[src/common/dsp_pkg.sv]
package dsp_pkg;
   // ------------------------------------------------------------
   // Register map
   // ------------------------------------------------------------
   localparam logic [7:0] DSP_ADDR_STACK_POINTER = 8'h81;
   localparam logic [7:0] DSP_ADDR_DP_LOW        = 8'h82;
   localparam logic [7:0] DSP_ADDR_DP_HIGH       = 8'h83;
   localparam logic [7:0] DSP_RST_STACK_POINTER  = 8'h07;
   localparam logic [7:0] DSP_RST_DP_LOW         = 8'h00;
   localparam logic [7:0] DSP_RST_DP_HIGH        = 8'h00;
   localparam logic [7:0] DSP_RESERVED_READ      = 8'h00;
   localparam logic [7:0] DSP_STACK_STEP         = 8'h01;
   localparam logic [7:0] DSP_SFR_BASE           = 8'h80;
   localparam int         DSP_STACK_DEPTH        = 256;

   // ------------------------------------------------------------
   // Stack operation state
   // ------------------------------------------------------------
   typedef enum logic [1:0] {
      DSP_IDLE = 2'b00,
      DSP_PUSH = 2'b01,
      DSP_POP  = 2'b10
   } dsp_state_t;
endpackage

[src/common/dsp_mem_if.sv]
`timescale 1ns/1ps
interface dsp_mem_if;
   logic       wrEn;
   logic [7:0] addr;
   logic [7:0] wrData;
   logic [7:0] rdData;
   modport ctrl (output wrEn, output addr, output wrData, input rdData);
   modport mem  (input wrEn, input addr, input wrData, output rdData);
endinterface

[src/hdl/dsp_stack_ram.sv]
`timescale 1ns/1ps
module dsp_stack_ram
   import dsp_pkg::*;
(
   input wire logic sys_clk,
   dsp_mem_if.mem   port
);
   // ------------------------------------------------------------
   // Stack memory with registered read data.
   // ------------------------------------------------------------
   logic [7:0] memQ [DSP_STACK_DEPTH];
   logic [7:0] rdQ;

   always_ff @(posedge sys_clk) begin
      if (port.wrEn) begin
         memQ[port.addr] <= port.wrData;
      end
      rdQ <= memQ[port.addr];
   end

   assign port.rdData = rdQ;
endmodule

[src/hdl/dsp_pointer_regs.sv]
`timescale 1ns/1ps
// Functional notes
// - Low data pointer byte holds bits 7..0.
// - High byte holds bits 15..8, concatenated.
// - Combined pointer addresses Flash and external RAM.
// - Stack pointer holds current stack top.
// - Push increments pointer, then writes byte.
// - Stack pointer resets to 0x07.
// - Unassigned register addresses are reserved.
// - Pointer marks last written location.
// - Stack may use all 256 bytes.
module dsp_pointer_regs
   import dsp_pkg::*;
(
   input  wire logic        sys_clk,
   input  wire logic        rst,
   input  wire logic        sfrWrEn,
   input  wire logic        sfrRdEn,
   input  wire logic [7:0]  sfrAddr,
   input  wire logic [7:0]  sfrWrData,
   output logic      [7:0]  sfrRdData,
   output logic             sfrHit,
   input  wire logic        pushReq,
   input  wire logic [7:0]  pushData,
   input  wire logic        popReq,
   output logic      [7:0]  popData,
   output logic             popValid,
   output logic             stackBusy,
   output logic      [15:0] dataPointer,
   output logic      [7:0]  stackPointer
);
   // ------------------------------------------------------------
   // Pointer and stack state.
   // ------------------------------------------------------------
   logic [7:0] spQ;
   logic [7:0] spD;
   logic [7:0] dplQ;
   logic [7:0] dplD;
   logic [7:0] dphQ;
   logic [7:0] dphD;
   logic [7:0] pushQ;
   logic [7:0] pushD;
   dsp_state_t stQ;
   dsp_state_t stD;

   // ------------------------------------------------------------
   // Read-back and status state.
   // ------------------------------------------------------------
   logic [7:0] rdQ;
   logic [7:0] rdD;
   logic       hitQ;
   logic       hitD;
   logic       popVQ;
   logic       popVD;
   logic       busyQ;
   logic       busyD;

   // ------------------------------------------------------------
   // Address decode.
   // ------------------------------------------------------------
   logic       selSp;
   logic       selDpl;
   logic       selDph;
   logic       selAny;

   assign selSp  = (sfrAddr == DSP_ADDR_STACK_POINTER);
   assign selDpl = (sfrAddr == DSP_ADDR_DP_LOW);
   assign selDph = (sfrAddr == DSP_ADDR_DP_HIGH);
   assign selAny = selSp || selDpl || selDph;

   // ------------------------------------------------------------
   // Stack memory.
   // ------------------------------------------------------------
   dsp_mem_if  mem ();

   dsp_stack_ram dsp_stack_ram_inst (
      .sys_clk (sys_clk),
      .port    (mem.mem)
   );

   // The write lands one cycle after the pointer has moved up.
   always_comb begin
      mem.wrEn   = (stQ == DSP_PUSH);
      mem.addr   = spQ;
      mem.wrData = pushQ;
   end

   // ------------------------------------------------------------
   // Pointer and stack next state.
   // ------------------------------------------------------------
   always_comb begin
      spD   = spQ;
      dplD  = dplQ;
      dphD  = dphQ;
      pushD = pushQ;
      stD   = stQ;
      if (sfrWrEn) begin
         if (selSp) begin
            spD = sfrWrData;
         end
         if (selDpl) begin
            dplD = sfrWrData;
         end
         if (selDph) begin
            dphD = sfrWrData;
         end
      end
      // A push request, or the pop decrement a cycle after the request, overrides a stack pointer write in the same cycle.
      case (stQ)
         DSP_IDLE: begin
            if (pushReq) begin
               spD   = spQ + DSP_STACK_STEP;
               pushD = pushData;
               stD   = DSP_PUSH;
            end else if (popReq) begin
               stD = DSP_POP;
            end
         end
         DSP_PUSH: begin
            stD = DSP_IDLE;
         end
         DSP_POP: begin
            spD = spQ - DSP_STACK_STEP;
            stD = DSP_IDLE;
         end
         default: begin
            stD = DSP_IDLE;
         end
      endcase
   end

   // ------------------------------------------------------------
   // Pointer and stack registers.
   // ------------------------------------------------------------
   always_ff @(posedge sys_clk) begin
      if (rst) begin
         spQ   <= DSP_RST_STACK_POINTER;
         dplQ  <= DSP_RST_DP_LOW;
         dphQ  <= DSP_RST_DP_HIGH;
         pushQ <= 8'h00;
         stQ   <= DSP_IDLE;
      end else begin
         spQ   <= spD;
         dplQ  <= dplD;
         dphQ  <= dphD;
         pushQ <= pushD;
         stQ   <= stD;
      end
   end

   // ------------------------------------------------------------
   // Read-back next state.
   // ------------------------------------------------------------
   always_comb begin
      rdD  = DSP_RESERVED_READ;
      hitD = 1'b0;
      if (sfrRdEn && selAny) begin
         hitD = 1'b1;
         case (sfrAddr)
            DSP_ADDR_STACK_POINTER: begin
               rdD = spQ;
            end
            DSP_ADDR_DP_LOW: begin
               rdD = dplQ;
            end
            DSP_ADDR_DP_HIGH: begin
               rdD = dphQ;
            end
            default: begin
               rdD = DSP_RESERVED_READ;
            end
         endcase
      end
   end

   // ------------------------------------------------------------
   // Read-back registers.
   // ------------------------------------------------------------
   always_ff @(posedge sys_clk) begin
      if (rst) begin
         rdQ  <= DSP_RESERVED_READ;
         hitQ <= 1'b0;
      end else begin
         rdQ  <= rdD;
         hitQ <= hitD;
      end
   end

   // ------------------------------------------------------------
   // Status next state.
   // ------------------------------------------------------------
   always_comb begin
      popVD = (stQ == DSP_POP);
      busyD = (stD != DSP_IDLE);
   end

   // ------------------------------------------------------------
   // Status registers.
   // ------------------------------------------------------------
   always_ff @(posedge sys_clk) begin
      if (rst) begin
         popVQ <= 1'b0;
         busyQ <= 1'b0;
      end else begin
         popVQ <= popVD;
         busyQ <= busyD;
      end
   end

   // ------------------------------------------------------------
   // Outputs.
   // ------------------------------------------------------------
   assign sfrRdData    = rdQ;
   assign sfrHit       = hitQ;
   assign popData      = mem.rdData;
   assign popValid     = popVQ;
   assign stackBusy    = busyQ;
   assign dataPointer  = {dphQ, dplQ};
   assign stackPointer = spQ;
endmodule

[config.mk]
export PLATFORM = sky130hd
export DESIGN_NAME = dsp_pointer_regs
export DESIGN_NICKNAME = d
export VERILOG_FILES = /design/src/common/dsp_pkg.sv /design/src/common/dsp_mem_if.sv /design/src/hdl/dsp_stack_ram.sv /design/src/hdl/dsp_pointer_regs.sv
export SDC_FILE = /design/constraint.sdc
export NUM_CORES = 2
export LEC_CHECK = 0
export BUFFER_PORTS_ARGS = -buffer_cell sky130_fd_sc_hd__buf_2
export CAP_MARGIN = 20
export CORE_ASPECT_RATIO = 0.5
export CORE_MARGIN = 2
export CORE_UTILIZATION = 55
export DETAILED_ROUTE_END_ITERATION = 8
export PLACE_DENSITY = 0.71
export SYNTH_ARGS = -nofsm -noshare
export SYNTH_HDL_FRONTEND = slang
export SYNTH_SLANG_ARGS = --single-unit
[constraint.sdc]
create_clock -name sys_clk -period 9.1 [get_ports sys_clk]
set_input_delay 0.455 -clock sys_clk [delete_from_list [all_inputs] [get_ports sys_clk]]
set_output_delay 0.455 -clock sys_clk [all_outputs]
set_load 0.005 [all_outputs]
After elaboration in Yosys (flattened, before gate mapping)
Memories as Yosys holds them, arrays and structs flattened. A register that Yosys moved wholly into a read port is not among the register bits.
Index checks and enable logic that the tools add are counted.
{"block": "word_totals", "memories": 1, "latch_bits": 0, "inputBits": 30, "output_inout_bits": 43, "romBits": 0, "wordCells": 38, "reg_bits": 45, "mem_bits_rw": 2048}
{"block": "op_classes", "div": 0, "n_reduce_logical": 9, "order_cmp": 0, "bitwise": 1, "n_shift": 0, "addsub": 2, "muxes": 11, "eq_ne": 5, "multipliers": 0}
{"name": "dsp_stack_ram_inst.memQ", "depth": 256, "word_bits": 8, "read_ports": 1, "rd_ports_with_merged_regs": 1, "write_ports": 1, "line_no": "dsp_stack_ram.sv:11", "source": "logic [7:0] memQ [DSP_STACK_DEPTH];"}
{"op": "$eq 8x8->1 const B", "count": 3}
{"op": "$mux 8", "count": 3}
{"op": "$pmux 8 s3", "count": 1}
{"op": "$pmux 8 s2", "count": 1}
{"op": "$add 8x1->8 const B", "count": 1}
{"op": "$sub 8x1->8 const B", "count": 1}
{"op": "$mux 2", "count": 3}
{"op": "$reduce_and 2->1", "count": 3}
{"op": "$mux 1", "count": 3}
{"op": "$eq 2x1->1 const B", "count": 1}
{"op": "$eq 2x2->1 const B", "count": 1}
{"op": "$logic_not 2->1", "count": 1}
{"op": "$logic_or 1x1->1", "count": 2}
{"op": "$reduce_bool 2->1", "count": 1}
{"op": "$reduce_or 2->1", "count": 1}
{"op": "$logic_and 1x1->1", "count": 1}
{"op": "$not 1->1", "count": 1}

Longest topological paths before layout
{"block": "logic_depth", "ltp_word": 6, "ltp_mapped": 10, "depth_no_buf": 6}

Cells and area by module
Synthesis repeated with hierarchy kept, for this count alone.
{"block": "hier_totals", "hier_cells": 3791, "area_unflattened_um2": 80614.8}
{"mod": "dsp_stack_ram", "cells_per_inst": 3547, "instances": 1, "area_each_um2": 78492.8}
{"mod": "dsp_pointer_regs", "cells_per_inst": 244, "instances": 1, "area_each_um2": 2122.0}

Worst setup path before layout
OpenSTA, ideal clock, no wires.
{"block": "synth_timing", "kind": "flip-flop to flip-flop", "from": "register pushQ[0] (netlist: mem.wrData[0])", "to": "memory dsp_stack_ram_inst.memQ[0][0] (data pin)", "required_time_ns": 8.244, "path_stages_with_launch": 1, "arrival_ns": 3.397, "period_less_slack_ns": 4.253, "setup_slack_ns": 4.847, "cell_sequence": "dfxtp_1"}
{"element": "start, declared", "line_no": "dsp_pointer_regs.sv:41", "source": "logic [7:0] pushQ;"}
{"element": "start signal, assigned", "line_no": "dsp_pointer_regs.sv:146", "source": "pushQ <= pushD;"}
{"element": "end, declared", "line_no": "dsp_stack_ram.sv:11"}
No word-level cell before the write port.

==> flow_summary.yaml <==
critical_path:
  worst_setup_path_category: "flop to flop"
  worst_r2r_path_depth: 7
  critPathLaunchType: "flop"
  crit_path_end_kind: "flop"
  setup_slack_of_the_most_critical_reg_to_reg_path_ns: 4.36
  rr_endpoint: "dsp_stack_ram_inst.port.rdData[4]"
  worst_path_arrival_ns: 5.34
  cp_max_fo: 38
  worst_r2r_startpoint: "stackPointer[0]"
  worst-endpoint-required_ns: 9.70
placed_design:
  globalplace.congestion: 0.820
  dp_hpwl_mm: 107
  port_buffers: 72
drt:
  routed_via_density: 6.58
  detail_route.drc_violations: 0
  drtIter0Drc: 5551
  detail-route-antenna-nets: 0
  drt_pass1_iterations: 6
  routed-via-count: 39400
  totalWireLength_mm: 189
  avgRoutedWirePerCell_um: 31.5
timing:
  finalHoldViolations: 0
  part_of_the_cycle_the_worst_path_needs: 0.521
  skew_ns: 0.0270
  tightest_slew_ns: 1.23
  fmax_ghz: 0.211
  timing.final.max_slew_violations: 0
  slew_headroom: 0.167
  finalSetupTns_ns: 0
  report.final.setup_viol: 0
  rsz0062_at_grt: "false"
  min_period_ns: 4.74
grt:
  grt_antenna_before_repair: 6
  grt_pass1_wl_mm: 273
  grt_usage: 0.255
  largest_net_degree_at_the_start_of_global_routing: 136
  grt_pass1_vias: 39500
  gr-total-overflow: 0
hold_path:
  hp-class: "primary input to flop"
  worst_hold_startpoint: "sfrAddr[0]"
  min_delay_path_depth: 3
  hold_crit_endpoint: "sfrRdData[7]"
floorplan:
  floorplan.die_area_mm2: 0.149
  io_pins: 73
  die-height_um: 274
  std_cell_rows: 99
  placeableCoreArea_mm2: 0.145
  die_w_um: 545
  initial_core_utilization: 0.553
power:
  relative_contribution_of_sequential_cells_to_total_power: 0.549
  p_sw_frac: 0.222
  power.density_cell_area_mw_per_mm2: 220
  share_clk_of_total_power: 0.374
  maximum_resistive_drop_on_vdd_v: 0.000158
  switchingPower_uw: 4340
  static-leakage-power_uw: 0.0279
  internal_power_consumption_uw: 15200
  share_comb_of_total_power: 0.077
finish:
  fin_nets: 3916
  drive_above_1_share: 0.239
  fin_util: 0.612
  areaGrowthSynthToFinish_pct: 10.7
clock_network:
  cts_root_buf: "sky130_fd_sc_hd__clkbuf_16"
  cts_post_setup_buffers_inserted: 0
  clk_pin_slew_worst_paths_ns: 0.07
  post_cts_resize_count: 0
  tritoncts.num_buffers: 179
  cts_sinks: 2101
  tritoncts: "done"
  cts_buffer_depth: 3
  clock_latency_of_the_later_clocked_register_in_the_worst_skew_pair_ns: 0.79
  htree_num_levels: 4
yosys:
  ys_ff_latch: 2101
  synth-edff-count: 2048
  syn_nets: 3804
  ys_seq_area_frac: 0.779
  ys_dominant_reg_cell: "sky130_fd_sc_hd__edfxtp_1"
  synth.yosys.warnings: 0
  netlist-cell-type-count: 45
  postSynth.asyncResetShare: 0
  synthesis.area_per_instance_um2: 21.3
  netlist_instances: 3769
  post-synth-top-area-cell: "sky130_fd_sc_hd__edfxtp_1"
  mapped_cell_area_mm2: 0.0804
  synth_top_cell_area_share: 0.765
  synth.top_cells.by_area: "sky130_fd_sc_hd__edfxtp_1 (77%), sky130_fd_sc_hd__mux4_2 (14%), sky130_fd_sc_hd__a22oi_1 (2.5%)"
run_status:
  outcome: "completed"
run:
  maxcap_violations: 0
==> power by group through the flow <==
stage	Clock [uW]	Sequential, uW	Combinational (uW)
CTS	7390	10700	1480
global placement	0	10900	1440
detailed placement	0	11000	1470
global route	7760	10700	1580
floorplan	0	11000	934
finish	7320	10700	1500
==> routing by layer <==
metal / routed length (um) / track usage / up-vias
met5: 21 / 0 / -
met4: 4900 / 0.0812 / 4
met3: 20700 / 0.0615 / 310
met2: 88800 / 0.387 / 2201
met1: 74300 / 0.371 / 20800
li1: - / - / 16100
==> synth_stat cells (16+ instances only) <==
cell / count
sky130_fd_sc_hd__buf_2: 43
sky130_fd_sc_hd__mux2i_1: 17
sky130_fd_sc_hd__o41ai_1: 32
sky130_fd_sc_hd__dfxtp_1: 53
sky130_fd_sc_hd__nor2_1: 294
sky130_fd_sc_hd__buf_1: 30
sky130_fd_sc_hd__a22oi_1: 264
sky130_fd_sc_hd__o21ai_0: 16
sky130_fd_sc_hd__nand2_1: 48
sky130_fd_sc_hd__nand3_1: 17
sky130_fd_sc_hd__clkbuf_1: 149
sky130_fd_sc_hd__a21oi_1: 146
sky130_fd_sc_hd__edfxtp_1: 2048
sky130_fd_sc_hd__mux4_2: 512
==> registers in the layout (all words and copies together), names as in the netlist, 2 cells and up <==
name and count:
dsp_stack_ram_inst.memQ 2048, dphQ 8, dplQ 8, dsp_stack_ram_inst.port.rdData 8
mem.wrData 8, sfrRdData 8, stackPointer 8, stQ 2
==> metrics by stage <==
step / setup WS [ns] / std cells / instance area [um^2] / total power [uW] / hold slack, ns
floorplan: 4.85 / 3769 / 80400 / 11900 / 0.502
global route: 4.10 / 5991 / 89000 / 20100 / 0.0855
CTS: 4.45 / 5977 / 88600 / 19600 / 0.0334
global placement: 3.67 / 5630 / 82800 / 12400 / 0.502
finish: 4.36 / 5993 / 89000 / 19600 / 0.0878
detailed placement: 4.46 / 5637 / 83000 / 12400 / 0.513
==> timing repair <==
| action | 4_1_cts | 5_1_grt |
|---|---|---|
| hold buffers | 18 | 0 |
| endpoints found under the hold margin | 28 | 0 |
| setup endpoints to repair | 0 | 0 |
==> cell type report <==
cell class,count,area (um^2)
flip-flops and latches,2101,62600
multi-input cells,1422,16900
repair buffers,172,1490
inverters,5,18.8
clock buffers,225,4790
diodes,2,5.00
clock inverters,97,691
fillers,9824,56500
well taps,1969,2460
==> placed cells by master, fill, tap and decap left out, types with 9 or more instances in the layout <==
cell type	count
sky130_fd_sc_hd__o41ai_2	17
sky130_fd_sc_hd__mux4_2	512
sky130_fd_sc_hd__buf_2	73
sky130_fd_sc_hd__mux2i_1	17
sky130_fd_sc_hd__nand4_1	10
sky130_fd_sc_hd__nor2b_1	9
sky130_fd_sc_hd__clkinv_1	46
sky130_fd_sc_hd__nand3_1	13
sky130_fd_sc_hd__o21ai_0	16
sky130_fd_sc_hd__clkbuf_1	38
sky130_fd_sc_hd__buf_12	10
sky130_fd_sc_hd__bufinv_16	9
sky130_fd_sc_hd__nor2_1	293
sky130_fd_sc_hd__a21oi_1	146
sky130_fd_sc_hd__clkbuf_16	184
sky130_fd_sc_hd__dfxtp_1	43
sky130_fd_sc_hd__clkinv_2	33
sky130_fd_sc_hd__dfxtp_4	10
sky130_fd_sc_hd__nand2_2	9
sky130_fd_sc_hd__edfxtp_1	2048
sky130_fd_sc_hd__nand2_1	39
sky130_fd_sc_hd__dlygate4sd3_1	18
sky130_fd_sc_hd__buf_16	10
sky130_fd_sc_hd__a22oi_1	264
sky130_fd_sc_hd__buf_4	59
sky130_fd_sc_hd__o41ai_1	15
==> worst max-delay path, stage by stage, from the launching register on <==
cell and delay, ns:
sky130_fd_sc_hd__dfxtp_4 0.87, sky130_fd_sc_hd__buf_4 0.57, sky130_fd_sc_hd__buf_4 0.66, sky130_fd_sc_hd__mux4_2 0.58, sky130_fd_sc_hd__a22oi_1 0.26, sky130_fd_sc_hd__a21oi_1 0.16
sky130_fd_sc_hd__o41ai_1 1.10, sky130_fd_sc_hd__nand4_1 0.25
==> logic make-up after synthesis <==
logic type / share of synthesized area
adders and majority gates: 0.000779
DFF: 0.779
and+or+nand+nor: 0.0208
buffers and inverters: 0.0135
muxes: 0.146
AOI/OAI and AO/OA: 0.0400
==> worst max path at each step <==
stage / startpoint / end / slack, ns / cells past startpoint
final: stackPointer[0] / dsp_stack_ram_inst.port.rdData[4] / 4.36 / 7
after global routing: stackPointer[0] / dsp_stack_ram_inst.port.rdData[5] / 4.10 / 7
after CTS: stackPointer[0] / dsp_stack_ram_inst.port.rdData[4] / 4.45 / 7
after detailed placement: stackPointer[0] / dsp_stack_ram_inst.port.rdData[4] / 4.46 / 7
after global placement: stackPointer[0] / dsp_stack_ram_inst.port.rdData[0] / 3.67 / 7
after floorplan: mem.wrData[0] / dsp_stack_ram_inst.memQ[0][0] / 4.85 / 0
Power figures use the tool's default switching activity.
